===== src/verilog/cdt_pkg.sv =====
// Constants shared by the cascadable dual 8-bit timer and its tick selector.
// Assumes one system clock; the prescaler ticks are one-cycle pulses on it.
`default_nettype none
package cdt_pkg;
  localparam int CDT_CHANNELS = 2;
  localparam int CDT_WIDTH = 8;
  localparam int CDT_SOURCES = 7;
  // Mode field encoding
  localparam logic [2:0] CDT_MODE_TIMER = 3'h0;
  localparam logic [2:0] CDT_MODE_DIVIDER = 3'h1;
  localparam logic [2:0] CDT_MODE_PWM8 = 3'h2;
  localparam logic [2:0] CDT_MODE_RESERVED = 3'h3;
  localparam logic [2:0] CDT_MODE_TIMER16 = 3'h4;
  localparam logic [2:0] CDT_MODE_WARMUP = 3'h5;
  localparam logic [2:0] CDT_MODE_PWM16 = 3'h6;
  localparam logic [2:0] CDT_MODE_PPG = 3'h7;
  localparam int CDT_MODE_CASCADE_BIT = 2;
  // Clock select code for the external event pin
  localparam logic [2:0] CDT_CLK_PIN = 3'h7;
  localparam logic [7:0] CDT_COUNT8_MAX = 8'hFF;
  localparam logic [15:0] CDT_COUNT16_MAX = 16'hFFFF;
  // Timer flip-flop resets to 0, pins show its inverse
  localparam logic CDT_PIN_RESET = 1'b1;
  localparam int CDT_LOWER = 0;
  localparam int CDT_UPPER = 1;
endpackage
`default_nettype wire


===== src/verilog/cdt_tick_if.sv =====
// Source selection link between the timer core and one tick selector.
// Assumes the source pulses are synchronous to the core clock.
`default_nettype none
interface cdt_tick_if;
  logic [2:0] clock_select;
  logic [6:0] sources;
  logic pin_raw;
  logic tick;
  modport tick_side (input clock_select, input sources, input pin_raw, output tick);
  modport core_side (output clock_select, output sources, output pin_raw, input tick);
endinterface
`default_nettype wire


===== src/verilog/cdt_timer.sv =====
// Cascadable dual 8-bit timer/counter core with compare, PDO, PWM and PPG logic.
// Assumes prescaler ticks are one-cycle pulses on clk; event pins are asynchronous.
//
// Functional notes
// - Interval mode counts up once per selected prescaled clock tick.
// - Count reaching compare raises match interrupt and clears counter.
// - Counting resumes from zero on its own; period is compare ticks.
// - Compare value has no shadow and acts at once.
// - Each channel offers interval, event, divider and PWM modes.
// - Two channels can be cascaded into one 16-bit timer.
// - Cascade offers timer, event, warm-up, PWM and pulse generation.
// - Cascade takes its clock from the lower channel clock select.
// - Mode codes 000 timer,001 divider,010 PWM,1xx cascade modes,011 reserved.
// - Pin clock select counts falling edges of the event pin.
`default_nettype none
module cdt_timer
  import cdt_pkg::*;
(
  // Clock and reset
  input wire logic clk,
  input wire logic reset,
  // Prescaler ticks
  input wire logic [6:0] prescaled_tick,
  input wire logic lowfreq_div8_tick,
  input wire logic prescaler_source_select,
  // Event pins
  input wire logic [1:0] event_pin,
  // Channel control, index 0 is the lower channel
  input wire logic [2:0] lower_clock_select,
  input wire logic [2:0] upper_clock_select,
  input wire logic [2:0] lower_mode_select,
  input wire logic [2:0] upper_mode_select,
  input wire logic [1:0] timer_start,
  input wire logic [1:0] flipflop_init_value,
  // Compare values
  input wire logic [1:0][7:0] period_compare_reg,
  input wire logic [1:0][7:0] duty_compare_reg,
  // Results
  output logic [1:0] timer_match_irq,
  output logic [1:0] divider_out_pin,
  output logic [1:0] pwm_out_pin,
  output logic pulse_gen_out_pin,
  output logic [15:0] count_value
);
  // ********************
  // State and helpers
  // ********************
  typedef struct packed {
    logic [1:0][7:0] count;
    logic [1:0][7:0] duty;
    logic [1:0] pin;
    logic [1:0] irq;
  } cdt_state_t;

  cdt_state_t st;
  cdt_state_t next_st;

  function automatic logic [7:0] cdt_bump8(input logic [7:0] v);
    return 8'(v + 8'h01);
  endfunction

  function automatic logic [15:0] cdt_bump16(input logic [15:0] v);
    return 16'(v + 16'h0001);
  endfunction

  logic [6:0] src_vec;
  logic [1:0] tick;
  logic [1:0][2:0] ch_mode;
  logic cascade;
  logic [15:0] cnt16;
  logic [15:0] per16;
  logic [15:0] duty16;

  assign src_vec = {prescaled_tick[6:1],
                    prescaler_source_select ? lowfreq_div8_tick : prescaled_tick[0]};
  assign ch_mode = {upper_mode_select, lower_mode_select};
  assign cascade = upper_mode_select[CDT_MODE_CASCADE_BIT];
  assign cnt16 = {st.count[CDT_UPPER], st.count[CDT_LOWER]};
  assign per16 = {period_compare_reg[CDT_UPPER], period_compare_reg[CDT_LOWER]};
  assign duty16 = {st.duty[CDT_UPPER], st.duty[CDT_LOWER]};

  // ********************
  // Tick selection
  // ********************
  cdt_tick_if lo_if ();
  cdt_tick_if hi_if ();

  assign lo_if.clock_select = lower_clock_select;
  assign lo_if.sources = src_vec;
  assign lo_if.pin_raw = event_pin[CDT_LOWER];
  assign hi_if.clock_select = upper_clock_select;
  assign hi_if.sources = src_vec;
  assign hi_if.pin_raw = event_pin[CDT_UPPER];
  assign tick = {hi_if.tick, lo_if.tick};

  cdt_tick u_tick_lo (.clk(clk), .reset(reset), .link(lo_if));
  cdt_tick u_tick_hi (.clk(clk), .reset(reset), .link(hi_if));

  // ********************
  // Counting
  // ********************
  always_comb begin
    next_st = st;
    next_st.irq = '0;
    if (cascade) begin
      next_st.pin[CDT_LOWER] = ~flipflop_init_value[CDT_LOWER];
      if (!timer_start[CDT_UPPER]) begin
        next_st.count = '0;
        next_st.pin[CDT_UPPER] = ~flipflop_init_value[CDT_UPPER];
        next_st.duty = duty_compare_reg;
      end else if (tick[CDT_LOWER]) begin
        next_st.count = cnt16;
        unique case (upper_mode_select)
          CDT_MODE_PWM16: begin
            next_st.count = cdt_bump16(cnt16);
            if (cdt_bump16(cnt16) == duty16) begin
              next_st.pin[CDT_UPPER] = ~st.pin[CDT_UPPER];
            end
            if (cnt16 == CDT_COUNT16_MAX) begin
              next_st.pin[CDT_UPPER] = ~st.pin[CDT_UPPER];
              next_st.count = '0;
              next_st.irq[CDT_UPPER] = 1'b1;
              next_st.duty = duty_compare_reg;
            end
          end
          CDT_MODE_PPG: begin
            next_st.count = cdt_bump16(cnt16);
            if (cdt_bump16(cnt16) == duty16) begin
              next_st.pin[CDT_UPPER] = ~st.pin[CDT_UPPER];
            end
            if (cdt_bump16(cnt16) == per16) begin
              next_st.pin[CDT_UPPER] = ~st.pin[CDT_UPPER];
              next_st.count = '0;
              next_st.irq[CDT_UPPER] = 1'b1;
              next_st.duty = duty_compare_reg;
            end
          end
          default: begin
            // 16-bit timer, event counter and warm-up
            next_st.count = cdt_bump16(cnt16);
            if (cdt_bump16(cnt16) == per16) begin
              next_st.count = '0;
              next_st.irq[CDT_UPPER] = 1'b1;
            end
          end
        endcase
      end
    end else begin
      for (int ch = 0; ch < CDT_CHANNELS; ch++) begin
        if (!timer_start[ch]) begin
          next_st.count[ch] = '0;
          next_st.pin[ch] = ~flipflop_init_value[ch];
          next_st.duty[ch] = duty_compare_reg[ch];
        end else if (tick[ch]) begin
          unique case (ch_mode[ch])
            CDT_MODE_TIMER, CDT_MODE_DIVIDER: begin
              next_st.count[ch] = cdt_bump8(st.count[ch]);
              if (cdt_bump8(st.count[ch]) == period_compare_reg[ch]) begin
                next_st.count[ch] = '0;
                next_st.irq[ch] = 1'b1;
                if (ch_mode[ch] == CDT_MODE_DIVIDER) begin
                  next_st.pin[ch] = ~st.pin[ch];
                end
              end
            end
            CDT_MODE_PWM8: begin
              next_st.count[ch] = cdt_bump8(st.count[ch]);
              if (cdt_bump8(st.count[ch]) == st.duty[ch]) begin
                next_st.pin[ch] = ~st.pin[ch];
              end
              if (st.count[ch] == CDT_COUNT8_MAX) begin
                next_st.pin[ch] = ~st.pin[ch];
                next_st.count[ch] = '0;
                next_st.irq[ch] = 1'b1;
                next_st.duty[ch] = duty_compare_reg[ch];
              end
            end
            default: begin
              next_st.count[ch] = st.count[ch];
            end
          endcase
        end
      end
    end
  end

  always_ff @(posedge clk or posedge reset) begin
    if (reset) begin
      st.count <= '0;
      st.duty <= '0;
      st.pin <= {CDT_PIN_RESET, CDT_PIN_RESET};
      st.irq <= '0;
    end else begin
      st <= next_st;
    end
  end

  assign timer_match_irq = st.irq;
  assign divider_out_pin = st.pin;
  assign pwm_out_pin = st.pin;
  assign pulse_gen_out_pin = st.pin[CDT_UPPER];
  assign count_value = {st.count[CDT_UPPER], st.count[CDT_LOWER]};
endmodule
`default_nettype wire


===== src/verilog/cdt_tick.sv =====
// Per-channel count tick: selected prescaler pulse or falling edge of the pin.
// Assumes the event pin is asynchronous to clk.
`default_nettype none
module cdt_tick
  import cdt_pkg::*;
(
  // Clock and reset
  input wire logic clk,
  input wire logic reset,
  // Link to the core
  cdt_tick_if.tick_side link
);
  typedef struct packed {
    logic sync1;
    logic sync2;
    logic prev;
    logic tick;
  } cdt_tick_state_t;

  cdt_tick_state_t st;
  cdt_tick_state_t next_st;

  assign link.tick = st.tick;

  always_comb begin
    next_st = st;
    next_st.sync1 = link.pin_raw;
    next_st.sync2 = st.sync1;
    next_st.prev = st.sync2;
    if (link.clock_select == CDT_CLK_PIN) begin
      next_st.tick = st.prev & ~st.sync2;
    end else begin
      next_st.tick = link.sources[link.clock_select];
    end
  end

  always_ff @(posedge clk or posedge reset) begin
    if (reset) begin
      st <= '0;
    end else begin
      st <= next_st;
    end
  end
endmodule
`default_nettype wire


===== config.mk =====
export PLATFORM = sky130hd
export DESIGN_NAME = cdt_timer
export DESIGN_NICKNAME = d
export VERILOG_FILES = /design/src/verilog/cdt_pkg.sv /design/src/verilog/cdt_tick_if.sv /design/src/verilog/cdt_timer.sv /design/src/verilog/cdt_tick.sv
export SDC_FILE = /design/constraint.sdc
export NUM_CORES = 1
export LEC_CHECK = 0
export BUFFER_PORTS_ARGS = -buffer_cell sky130_fd_sc_hd__buf_4
export CELL_PAD_IN_SITES_DETAIL_PLACEMENT = 0
export CELL_PAD_IN_SITES_GLOBAL_PLACEMENT = 1
export CORE_MARGIN = 5
export CORE_UTILIZATION = 38
export CTS_CLUSTER_SIZE = 25
export DETAILED_ROUTE_END_ITERATION = 10
export PLACE_DENSITY = 0.79
export REMOVE_ABC_BUFFERS = 1
export SYNTH_ARGS = -nofsm -noshare
export SYNTH_HDL_FRONTEND = slang
export SYNTH_HIERARCHICAL = 1
export SYNTH_SLANG_ARGS = --single-unit

===== constraint.sdc =====
create_clock -name clk -period 8.35 [get_ports clk]
set_clock_uncertainty 0.15 [all_clocks]
set_input_delay 0.4175 -clock clk [delete_from_list [all_inputs] [get_ports clk]]
set_output_delay 0.4175 -clock clk [all_outputs]
set_load 0.05 [all_outputs]

Word-level counts from Yosys, hierarchy flattened
Cells that the tools add are included.
{"block": "totals", "ff_bits": 44, "word_cells": 137, "in_bits": 61}
{"block": "op_classes", "reduce_logical": 10, "bitwise_logic": 8, "n_addsub": 3, "eq_ne": 35, "muxes": 64, "magnitude_cmp": 2}
{"op": "33-bit 2-to-1 mux", "count": 4}
{"op": "8-bit 2-to-1 mux", "count": 16}
{"op": "35-bit 2-to-1 mux", "count": 1}
{"op": "17-bit one-hot mux with 2 select lines", "count": 1}
{"op": "16-bit == test", "count": 2}
{"op": "8-bit == test", "count": 4}
{"op": "1-bit 2-to-1 mux", "count": 32}
{"op": "16-bit one-hot mux with 2 select lines", "count": 1}
{"op": "8-bit one-hot mux with 2 select lines", "count": 2}
{"op": "4-bit inequality test (second input constant)", "count": 6}
{"op": "3-bit by 2-bit inequality test with 1-bit output (second input constant)", "count": 7}
{"op": "7-bit AND reduction", "count": 3}
{"op": "16-bit by 1-bit adder with 16-bit output (second input constant)", "count": 1}
{"op": "8-bit by 1-bit adder with 8-bit output (second input constant)", "count": 2}
{"op": "16-bit == test (second input constant)", "count": 1}
{"op": "8-bit == test (second input constant)", "count": 2}
{"op": "16-bit 2-to-1 mux", "count": 1}
{"op": "3-bit == test (second input constant)", "count": 4}
{"op": "4-bit by 2-bit inequality test with 1-bit output (second input constant)", "count": 3}
{"op": "5-bit inequality test (second input constant)", "count": 2}
{"op": "3-bit by 4-bit less-than comparator with 1-bit output (second input constant)", "count": 2}
{"op": "1-bit one-hot mux with 2 select lines", "count": 4}
{"op": "1-bit binary-select mux with 3-bit select", "count": 2}
{"op": "3-bit by 1-bit == test with 1-bit output (second input constant)", "count": 2}
{"op": "other kinds (7)", "count": 17}

Logic depth before layout (Yosys ltp)
Gate-level depths: netlist of the first run.
{"block": "logic_depth", "word_depth": 8, "ltp_mapped": 11, "mapped_depth_nobuf": 9}

Modules after synthesis
Netlist of the first run, hierarchy kept.
{"mod": "cdt_timer", "n_inst": 1, "area_each_um2": 3229.3, "cells_per_inst": 385}
{"mod": "cdt_tick", "n_inst": 2, "area_each_um2": 173.9, "cells_per_inst": 9}

Worst setup path before layout of the first run
OpenSTA, ideal clock, no wires.
{"block": "synth_timing", "kind": "reg-to-reg", "start": "register st, in the netlist count_value[1]", "end": "register st, in the netlist count_value[14]", "stages_incl_launch_ff": 12, "arrival_time_ps": 3139, "n_path_buf": 2, "required_time_ps": 8036, "slack_ps": 4897, "cell_sequence": "dfrtp_1 ha_1 and3_1 buf_4 nand3_4 or4_4 a211o_1 or4_4 and3_4 buf_6 nor3_1 a311oi_1"}
{"block": "synth_via", "elab_chain_cells": 7}
{"item": "start, declared", "line_no": "cdt_timer.sv:55", "rtl": "cdt_state_t st;"}
{"item": "start signal, assigned", "line_no": "cdt_timer.sv:194", "rtl": "st <= next_st;"}
{"item": "16-bit by 1-bit adder with 16-bit output", "line_no": "cdt_timer.sv:63", "rtl": "return 16'(v + 16'h0001);"}
{"item": "16-bit == test", "line_no": "cdt_timer.sv:131, cdt_timer.sv:141"}
{"item": "16-bit 2-to-1 mux or 33-bit 2-to-1 mux (tied branches)", "line_no": "cdt_timer.sv:141, cdt_timer.sv:131"}
{"item": "16-bit one-hot mux with 2 select lines *", "line_no": "cdt_timer.sv:113", "rtl": "unique case (upper_mode_select)"}
{"item": "33-bit 2-to-1 mux *", "line_no": "cdt_timer.sv:111", "rtl": "end else if (tick[CDT_LOWER]) begin"}
{"item": "33-bit 2-to-1 mux *", "line_no": "cdt_timer.sv:107", "rtl": "if (!timer_start[CDT_UPPER]) begin"}
{"item": "35-bit 2-to-1 mux *", "line_no": "cdt_timer.sv:105", "rtl": "if (cascade) begin"}
Every way passes the cells marked *; elsewhere a longest branch is shown, timed or not. The select of a mux whose other input is x is not followed.
A chain may end at the register's enable or synchronous reset.

Worst setup path after layout of the first run
{"block": "layout_timing", "start": "register st, in the netlist count_value[0]", "end": "register st, in the netlist duty16[6]"}
{"block": "layout_via", "elab_chain_cells": 4}
{"item": "16-bit by 1-bit adder with 16-bit output", "line_no": "cdt_timer.sv:63"}
{"item": "16-bit == test", "line_no": "cdt_timer.sv:131", "rtl": "if (cdt_bump16(cnt16) == per16) begin"}
{"item": "4-bit inequality test (no source line)"}
{"item": "7-bit AND reduction (no source line) *"}
Every way passes the cells marked *; elsewhere a longest branch is shown, timed or not.

==> flow_metrics.env, run 1 <==
export IMPL_outcome="finished clean"
export IMPL_rows=35
export IMPL_final_cell_mix="86 x buf_4, 42 x dfrtp_1, 37 x xnor2_1, 34 x nand2_1, 32 x nor2_1"
export IMPL_root_buffer="clkbuf_8"
export IMPL_synth_area_top_cells="dfrtp_1 29%, xnor2_1 9.1%, mux2_2 6.0%"
export IMPL_cts_setup_buffers=0
export IMPL_synth_avg_cell_area_um2=8.88
export IMPL_ctsResizeCount=0
export IMPL_hold_violations=0
export IMPL_ys_warn_count=6
export IMPL_worst_pin_slew_ps=666
export IMPL_yosysTopAreaCell="dfrtp_1"
export IMPL_dieArea_mm2=0.0115
export IMPL_syn_cell_area_mm2=0.00358
export IMPL_layout_nets=537
export IMPL_fmax_mhz=275
export IMPL_via_per_inst=5.76
export IMPL_crit_path_cell_trace="ha_1, and3_1, nand3_4, or4_4, o2bb2ai_1, nor4b_1, o21ai_1, a21oi_4, mux2_2"
export IMPL_holdWs_ps=72.6
export IMPL_critPathTopFamily="simple AND/OR/NAND/NOR gates"
export IMPL_drtPass1Iterations=4
export IMPL_pwr_density_cell_mw_per_mm2=140
export IMPL_crit_arrival_ps=3680
export IMPL_cap_violations=0
export IMPL_rsz0062_at_grt="no"
export IMPL_die_y_um=107
export IMPL_start_util=0.389
export IMPL_wl_per_cell_um=18.0
export IMPL_final_common_cell="buf_4"
export IMPL_critPathLaunchType="register"
export IMPL_place_gp_congestion=0.914
export IMPL_setup_viol=0
export IMPL_p_leak_nw=1.78
export IMPL_worstPathRequired_ps=8390
export IMPL_ys_seq_elements=44
export IMPL_crit_buf_inv=0
export IMPL_grt_max_degree=37
export IMPL_async_flop_share=1.00
export IMPL_grt_pass1_vias=3366
export IMPL_vias=3368
export IMPL_core_area_mm2=0.00920
export IMPL_critical_path_class="reg -> reg"
export IMPL_fp_dieW_um=107
export IMPL_n_antenna_cell=0
export IMPL_final_layout_size_suffix_gt1_frac=0.268
export IMPL_ctsLongestPathBuffers=2
export IMPL_slowest_stage="or4_4"
export IMPL_ys_flop_type="dfrtp_1"
export IMPL_antenna_found_initial=0
export IMPL_cts_buffers=5
export IMPL_htreeDepth=2
export IMPL_min_path_type="in -> reg"
export IMPL_synth_edf_count=0
export IMPL_slew_violations=0
export IMPL_area_growth_pct=20.4
export IMPL_crit_path_max_incr_delay_ps=560
export IMPL_synth_cell_types=61
export IMPL_fillers=895
export IMPL_initialDrtViolationCount=193
export IMPL_final_setup_tns_ps=0
export IMPL_slew_headroom=0.552
export IMPL_crit_path_end_kind="register"
export IMPL_layout_setup_ws_ps=4710
export IMPL_clkLatencyLatePin_ps=310
export IMPL_routed_wl_um=10500
export IMPL_tritoncts="done"
export IMPL_grt_pass1_wl_um=17300
export IMPL_fin_util=0.468
export IMPL_io_pins=84
export IMPL_cp_max_fo=9
export IMPL_post_place_ws_ps=4680
export IMPL_fin_crit_sh=0.436
export IMPL_ir_drop_mv=0.0691
export IMPL_yosysSeqAreaShare=0.308
export IMPL_syn_inst=403
export IMPL_finalCriticalPeriod_ps=3640
export IMPL_hpwlAfterDp_um=8120
export IMPL_clkSinkCount=44
export IMPL_drc_errors=0
export IMPL_grt_overflow=0
export IMPL_grt_usage=0.188
export IMPL_synth_top_area_share=0.294
export IMPL_ant_nets=0
export IMPL_port_buffers=83
export IMPL_clk_pin_slew_ps=80
==> path summary, 6_finish.rpt <==
path                       slack [ps]  cells after the start                   end            startpoint
hold reg to reg                   210                      0  u_tick_hi/next_st[1]  u_tick_hi/next_st[2]
setup / recovery                 4710                      9             duty16[6]        count_value[0]
hold / removal                     70                      1  u_tick_hi/next_st[2]          event_pin[1]
min in group asynchronous         410                      3       u_tick_lo/st[1]                 reset
max in group asynchronous        7030                      4    divider_out_pin[1]                 reset
setup reg to reg                 4710                      9             duty16[6]        count_value[0]
==> stage by stage <==
step / cell area, µm² / std cells / power [mW]
floorplan: 3430 / 379 / 0.393
global placement: 4210 / 576 / 0.464
detailed placement: 4210 / 576 / 0.465
CTS: 4310 / 585 / 0.608
global route: 4310 / 585 / 0.638
finish: 4310 / 585 / 0.602
==> cells in the mapped netlist, types with 3 or more instances <==
library cell	instances
mux2_2	19
or3_1	3
o21ai_0	20
and4_1	3
o211ai_1	3
o22ai_1	7
clkbuf_1	6
xor2_1	16
nor2b_1	5
nand3_1	19
and3_1	8
nor3b_1	3
nor2_1	32
inv_1	11
buf_6	3
o21ai_1	7
nand4_1	5
xnor2_1	37
and2_1	9
or4_1	4
buf_4	8
dfrtp_1	42
buf_2	7
nand2_1	34
a31oi_1	11
mux4_1	4
nor4_1	6
nor4b_1	4
a21oi_1	13
nor3_1	9
ha_1	3
a311oi_1	3
==> sequential cells by signal, summed over array words and instances, names as in the netlist <==
register and flops:
u_tick_hi/next_st 2, u_tick_lo/link.tick 1, u_tick_hi/st 1, u_tick_lo/next_st 2, timer_match_irq 2, u_tick_lo/st 1, duty16 16, u_tick_hi/link.tick 1
count_value 16, divider_out_pin 2
==> area by class of cell <==
class / instances / area, µm² / share of cell area
multi-input cells: 324 / 2280 / 0.530
flip-flops and latches: 44 / 1100 / 0.256
repair buffers: 87 / 656 / 0.152
well taps: 111 / 139 / 0.0323
clock buffers: 7 / 76.3 / 0.0177
inverters: 11 / 41.3 / 0.00959
clock inverters: 1 / 8.76 / 0.00203
==> where the power goes <==
group	switching, mW	total (mW)	leakage (nW)	internal (mW)
logic	0.111	0.202	1.19	0.0910
registers	0.0272	0.261	0.550	0.234
clock network	0.0792	0.139	0.0424	0.0600
total	0.217	0.602	1.78	0.385
==> per-layer routing <==
metal / part of all wire / up-vias / global-route usage
li1: - / 1614 / -
met1: 0.45 / 1605 / 0.262
met2: 0.47 / 140 / 0.299
met3: 0.074 / 9 / 0.0421
met4: 0.0093 / 0 / 0.0402
met5: 0 / - / 0
==> logic make-up after synthesis <==
family | count (synthesis) | share of synthesized area
DFF | 44 | 0.308
and+or+nand+nor | 154 | 0.232
muxes | 24 | 0.0920
AOI/OAI and AO/OA | 89 | 0.167
adders and majority gates | 3 | 0.0105
xor gates and xnor gates | 54 | 0.136
buffers and inverters | 35 | 0.0539
==> what timing repair did <==
item | 4_1_cts | 5_1_grt
hold buffers | 1 | 0
endpoints found under the hold margin | 8 | 0
setup endpoints to repair | 0 | 0
Power figures use the tool's default switching activity.
==> run 2: changes to the inputs <==
--- a/config.mk
+++ b/config.mk
@@ -9,10 +9,10 @@
 export CELL_PAD_IN_SITES_DETAIL_PLACEMENT = 0
 export CELL_PAD_IN_SITES_GLOBAL_PLACEMENT = 1
 export CORE_MARGIN = 5
-export CORE_UTILIZATION = 38
+export CORE_UTILIZATION = 37
 export CTS_CLUSTER_SIZE = 25
 export DETAILED_ROUTE_END_ITERATION = 10
-export PLACE_DENSITY = 0.79
+export PLACE_DENSITY = 0.8
 export REMOVE_ABC_BUFFERS = 1
 export SYNTH_ARGS = -nofsm -noshare
 export SYNTH_HDL_FRONTEND = slang
==> constraint.sdc (replaced) <==
create_clock -name clk -period 3.1 [get_ports clk]
set_clock_uncertainty 0.15 [all_clocks]
set_input_delay 0.155 -clock clk [delete_from_list [all_inputs] [get_ports clk]]
set_output_delay 0.155 -clock clk [all_outputs]
set_load 0.05 [all_outputs]
==> run 2 against run 1 <==
Net effect: worst hold slack gained 16 ps; final cell count increased by 16%; non-clock buffer count grew 72; wire length is 15% higher; first-iteration DRC count is 58% higher; clock power rose to 2.8 times the previous value; total power grew to 2.9 times the previous value; global-route usage grew 1.5 points; sequential share of layout area shrank 3.8 points; register-to-register slack got worse by 4700 ps; final area rose by 17%.
==> flow_metrics.env, run 2 (synthesis gave the netlist of run 1 again) <==
export IMPL_worstRegToRegCells=9
export IMPL_holdWs_ps=88.4
export IMPL_port_buffers=83
export IMPL_cp_max_fo=10
export IMPL_layout_setup_ws_ps=54.0
export IMPL_final_common_cell="buf_4"
export IMPL_rr_startpoint="count_value[1]"
export IMPL_ant_nets=0
export IMPL_sequentialPowerShare=0.390
export IMPL_worst_pin_slew_ps=758
export IMPL_worstPathRequired_ps=3150
export IMPL_rsz0062_at_grt="yes"
export IMPL_r2r_end="count_value[5]"
export IMPL_root_buffer="clkbuf_8"
export IMPL_combPwrFrac=0.384
export IMPL_ir_drop_mv=0.185
export IMPL_layout_nets=610
export IMPL_setup_viol=0
export IMPL_fp_dieW_um=108
export IMPL_core_area_mm2=0.00933
export IMPL_cap_violations=0
export IMPL_final_cell_mix="133 x buf_4, 40 x dfrtp_1, 36 x xnor2_1, 34 x nand2_1, 32 x nor2_1"
export IMPL_hpwlAfterDp_um=9310
export IMPL_antenna_found_initial=0
export IMPL_slew_headroom=0.494
export IMPL_critPathLaunchType="register"
export IMPL_htreeDepth=2
export IMPL_die_y_um=108
export IMPL_p_clk_frac=0.226
export IMPL_intPower_mw=1.13
export IMPL_ctsLongestPathBuffers=2
export IMPL_tritoncts="done"
export IMPL_n_antenna_cell=0
export IMPL_grt_overflow=0
export IMPL_critical_path_class="reg -> reg"
export IMPL_hold_violations=0
export IMPL_final_layout_size_suffix_gt1_frac=0.356
export IMPL_place_gp_congestion=0.963
export IMPL_crit_path_end_kind="register"
export IMPL_rows=35
export IMPL_grt_pass1_vias=3720
export IMPL_crit_path_start="count_value[1]"
export IMPL_grt_usage=0.203
export IMPL_vias=3768
export IMPL_routed_wl_um=12100
export IMPL_min_path_type="in -> reg"
export IMPL_fin_crit_sh=0.983
export IMPL_initialDrtViolationCount=304
export IMPL_reg2reg_slack_ps=50
export IMPL_io_pins=84
export IMPL_wl_per_cell_um=17.9
export IMPL_grt_max_degree=21
export IMPL_area_growth_pct=41.3
export IMPL_p_sw_mw=0.618
export IMPL_place_inst=640
export IMPL_switching_share=0.354
export IMPL_pwr_density_cell_mw_per_mm2=345
export IMPL_crit_arrival_ps=3090
export IMPL_slew_violations=0
export IMPL_via_per_inst=5.57
export IMPL_start_util=0.384
export IMPL_grt_pass1_wl_um=18800
export IMPL_cts_buffers=5
export IMPL_clkSinkCount=44
export IMPL_final_setup_tns_ps=0
export IMPL_dieArea_mm2=0.0117
export IMPL_clk_pin_slew_ps=90
export IMPL_finalCriticalPeriod_ps=3050
export IMPL_drtPass1Iterations=5
export IMPL_clkLatencyLatePin_ps=300
export IMPL_critPathCapture="count_value[5]"
export IMPL_post_place_ws_ps=-43.5
export IMPL_drc_errors=0
export IMPL_fin_cells=676
export IMPL_fmax_mhz=328
export IMPL_outcome="finished clean"
export IMPL_p_leak_nw=2.14
==> run 2: power by group through the flow <==
stage,Clock (mW),Combinational [mW],Sequential [mW]
6_report,0.394,0.670,0.681
3_5_place_dp,0,0.604,0.691
5_1_grt,0.422,0.720,0.690
3_3_place_gp,0,0.593,0.689
2_1_floorplan,0,0.291,0.767
4_1_cts,0.400,0.644,0.680
==> run 2: final cells by class <==
type	count	area [µm²]
fillers	836	4270
well taps	129	161
clock buffers	7	86.3
repair buffers	159	1280
flip-flops and latches	44	1110
multi-input cells	325	2370
inverters	11	41.3
clock inverters	1	7.51
==> run 2: metrics by stage <==
step | total power, mW | instance area, µm² | utilization
final | 1.74 | 5050 | 0.542
after global routing | 1.83 | 5050 | 0.542
after CTS | 1.72 | 4950 | 0.531
after detailed placement | 1.29 | 4580 | 0.491
after global placement | 1.28 | 4580 | 0.491
after floorplan | 1.06 | 3430 | -
==> run 2: how the worst min path moves through the flow <==
stage                                      from             endpoint  slack (ps)  cells past startpoint
after floorplan                           reset  u_tick_hi/link.tick        -230                      1
after global placement                    reset  u_tick_lo/link.tick         -80                      2
after detailed placement                  reset  u_tick_lo/link.tick         -80                      2
after CTS                 lower_clock_select[2]  u_tick_lo/link.tick          80                      3
after global routing      lower_clock_select[2]  u_tick_lo/link.tick          80                      3
final                     lower_clock_select[2]  u_tick_lo/link.tick          90                      3
==> run 2: metal layers <==
layer  global-route usage  up-vias  wire [µm]
li1                     -     1760          -
met1                0.268     1817       5180
met2                0.328      165       5600
met3               0.0537       26       1020
met4               0.0577        0        289
met5                    0        -          0
==> run 2: worst max-delay path, stage by stage (launching register included) <==
cell	delay [ps]
dfrtp_1	390
ha_2	210
and3_4	200
nand3_4	70
or4_4	540
a211o_1	310
or4_4	460
and3_2	340
o22ai_1	200
nand2_1	70
==> run 2: what timing repair did <==
| item | CTS | global route |
|---|---|---|
| cloned | 0 | 1 |
| endpoints found under the setup margin | 17 | 33 |
| hold buffers | 24 | 0 |
| buffers inserted | 2 | 1 |
| endpoints found under the hold margin | 47 | 0 |
| pin swaps | 2 | 3 |
| resized for setup | 1 | 18 |
==> run 3: changes to the inputs <==
--- a/config.mk
+++ b/config.mk
@@ -9,10 +9,10 @@
 export CELL_PAD_IN_SITES_DETAIL_PLACEMENT = 0
 export CELL_PAD_IN_SITES_GLOBAL_PLACEMENT = 1
 export CORE_MARGIN = 5
-export CORE_UTILIZATION = 37
+export CORE_UTILIZATION = 38
 export CTS_CLUSTER_SIZE = 25
 export DETAILED_ROUTE_END_ITERATION = 10
-export PLACE_DENSITY = 0.8
+export PLACE_DENSITY = 0.79
 export REMOVE_ABC_BUFFERS = 1
 export SYNTH_ARGS = -nofsm -noshare
 export SYNTH_HDL_FRONTEND = slang
==> constraint.sdc (replaced) <==
create_clock -name clk -period 3.44 [get_ports clk]
set_clock_uncertainty 0.15 [all_clocks]
set_input_delay 0.172 -clock clk [delete_from_list [all_inputs] [get_ports clk]]
set_output_delay 0.172 -clock clk [all_outputs]
set_load 0.05 [all_outputs]
==> run 3 against run 2 <==
Net effect: critical path type unchanged; final area is 5.2% lower; worst hold slack improved by 9.9 ps; die area fell by 2.4%; sequential power fell by 9.4%; wire length shrank 6.7%.
==> flow_metrics.env, run 3 (synthesis gave the netlist of run 1 again) <==
export IMPL_outcome="finished clean"
export IMPL_grt_usage=0.203
export IMPL_initialDrtViolationCount=239
export IMPL_layout_setup_ws_ps=220
export IMPL_ctsResizeCount=0
export IMPL_clkLatencyLatePin_ps=300
export IMPL_fillers=882
export IMPL_multiInputGateArea_mm2=0.00228
export IMPL_slew_headroom=0.473
export IMPL_critPathLaunchType="register"
export IMPL_crit_path_max_incr_delay_ps=560
export IMPL_fin_cells=639
export IMPL_finalPower_mw=1.52
export IMPL_place_inst=606
export IMPL_via_per_inst=5.58
export IMPL_dieArea_mm2=0.0115
export IMPL_grt_max_degree=21
export IMPL_min_to="divider_out_pin[0]"
export IMPL_die_y_um=107
export IMPL_tritoncts="done"
export IMPL_rows=35
export IMPL_io_pins=84
export IMPL_routed_wl_um=11300
export IMPL_holdWs_ps=98.3
export IMPL_hold_violations=0
export IMPL_r2r_end="count_value[9]"
export IMPL_area_growth_pct=33.9
export IMPL_cp_max_fo=20
export IMPL_final_common_cell="buf_4"
export IMPL_rr_startpoint="count_value[0]"
export IMPL_crit_path_end_kind="register"
export IMPL_vias=3568
export IMPL_cap_violations=0
export IMPL_clk_pin_slew_ps=90
export IMPL_setup_viol=0
export IMPL_critPathTopFamily="simple AND/OR/NAND/NOR gates"
export IMPL_critical_path_class="reg -> reg"
export IMPL_root_buffer="clkbuf_8"
export IMPL_cts_buffers=5
export IMPL_antenna_found_initial=0
export IMPL_drtPass1Iterations=6
export IMPL_final_layout_size_suffix_gt1_frac=0.301
export IMPL_finalCriticalPeriod_ps=3220
export IMPL_fin_util=0.521
export IMPL_ant_nets=0
export IMPL_fp_dieW_um=107
export IMPL_wl_per_cell_um=17.6
export IMPL_crit_path_cell_trace="ha_1, and3_1, nand3_4, or4_4, a211o_1, or4_4, and3_4, a22oi_2, o22ai_1"
export IMPL_grt_pass1_wl_um=18600
export IMPL_worstPathRequired_ps=3470
export IMPL_fmax_mhz=311
export IMPL_layout_nets=591
export IMPL_htreeDepth=2
export IMPL_grt_met2_usage=0.321
export IMPL_busiest_layer="met2"
export IMPL_slowest_stage="or4_4"
export IMPL_fin_crit_sh=0.936
export IMPL_regArea_mm2=0.00110
export IMPL_worstRegToRegCells=9
export IMPL_worst_pin_slew_ps=790
export IMPL_n_antenna_cell=0
export IMPL_grtUsageMet3=0.0415
export IMPL_port_buffers=83
export IMPL_drc_errors=0
export IMPL_clkSinkCount=44
export IMPL_cp_common_cell="or4_4"
export IMPL_min_path_type="in -> reg"
export IMPL_p_leak_nw=2.03
export IMPL_reg2reg_slack_ps=220
export IMPL_hold_depth=3
export IMPL_grt_overflow=0
export IMPL_crit_arrival_ps=3250
export IMPL_ir_drop_mv=0.244
export IMPL_rsz0062_at_grt="no"
export IMPL_final_cell_mix="116 x buf_4, 42 x dfrtp_1, 37 x xnor2_1, 34 x nand2_1, 32 x nor2_1"
export IMPL_crit_buf_inv=0
export IMPL_core_area_mm2=0.00920
export IMPL_start_util=0.389
export IMPL_slew_violations=0
export IMPL_met1_usage=0.285
export IMPL_pwr_density_cell_mw_per_mm2=318
export IMPL_hpwlAfterDp_um=8950
export IMPL_place_gp_congestion=0.980
export IMPL_ctsLongestPathBuffers=2
export IMPL_post_place_ws_ps=191
export IMPL_min_from="timer_start[0]"
export IMPL_grt_pass1_vias=3563
[run 3: power by group]
part / switching, mW / leakage, nW / internal, mW
sequential: 0.0488 / 0.550 / 0.568
combinational: 0.295 / 1.44 / 0.257
clock: 0.192 / 0.0445 / 0.164
total: 0.535 / 2.03 / 0.989
[run 3: final cells by class]
| type | count | area share |
|---|---|---|
| clock inverters | 1 | 0.00157 |
| well taps | 111 | 0.0290 |
| multi-input cells | 324 | 0.476 |
| inverters | 11 | 0.00862 |
| repair buffers | 141 | 0.236 |
| clock buffers | 7 | 0.0180 |
| flip-flops and latches | 44 | 0.230 |
[run 3: worst max path at each step]
stage | start | endpoint | slack, ps | cells past startpoint
finish | count_value[0] | count_value[9] | 220 | 9
global route | count_value[1] | duty16[15] | 10 | 9
CTS | count_value[1] | duty16[0] | 170 | 9
detailed placement | count_value[1] | duty16[0] | 190 | 9
global placement | count_value[1] | duty16[7] | 260 | 9
floorplan | count_value[0] | count_value[9] | -110 | 9
[run 3: metrics by stage]
| stage | area [µm²] | setup TNS (ps) |
|---|---|---|
| after global routing | 4790 | 0 |
| after detailed placement | 4440 | 0 |
| after floorplan | 3430 | -1730 |
| after global placement | 4440 | 0 |
| after CTS | 4770 | 0 |
| final | 4790 | 0 |
[run 3: worst min-delay path, cell delays in order]
cell and delay (ps):
buf_4 110, nand2_1 140, a2111oi_0 120
[run 3: timing repair]
item,4_1_cts,5_1_grt
setup buffers,0,1
hold endpoints to repair,47,0
setup endpoints to repair,0,10
hold buffers,24,0
[run 3: per-layer routing]
| metal | share of wire | up-vias |
|---|---|---|
| met3 | 0.077 | 13 |
| li1 | - | 1723 |
| met4 | 0.013 | 0 |
| met1 | 0.45 | 1684 |
| met2 | 0.46 | 148 |
| met5 | 0 | - |
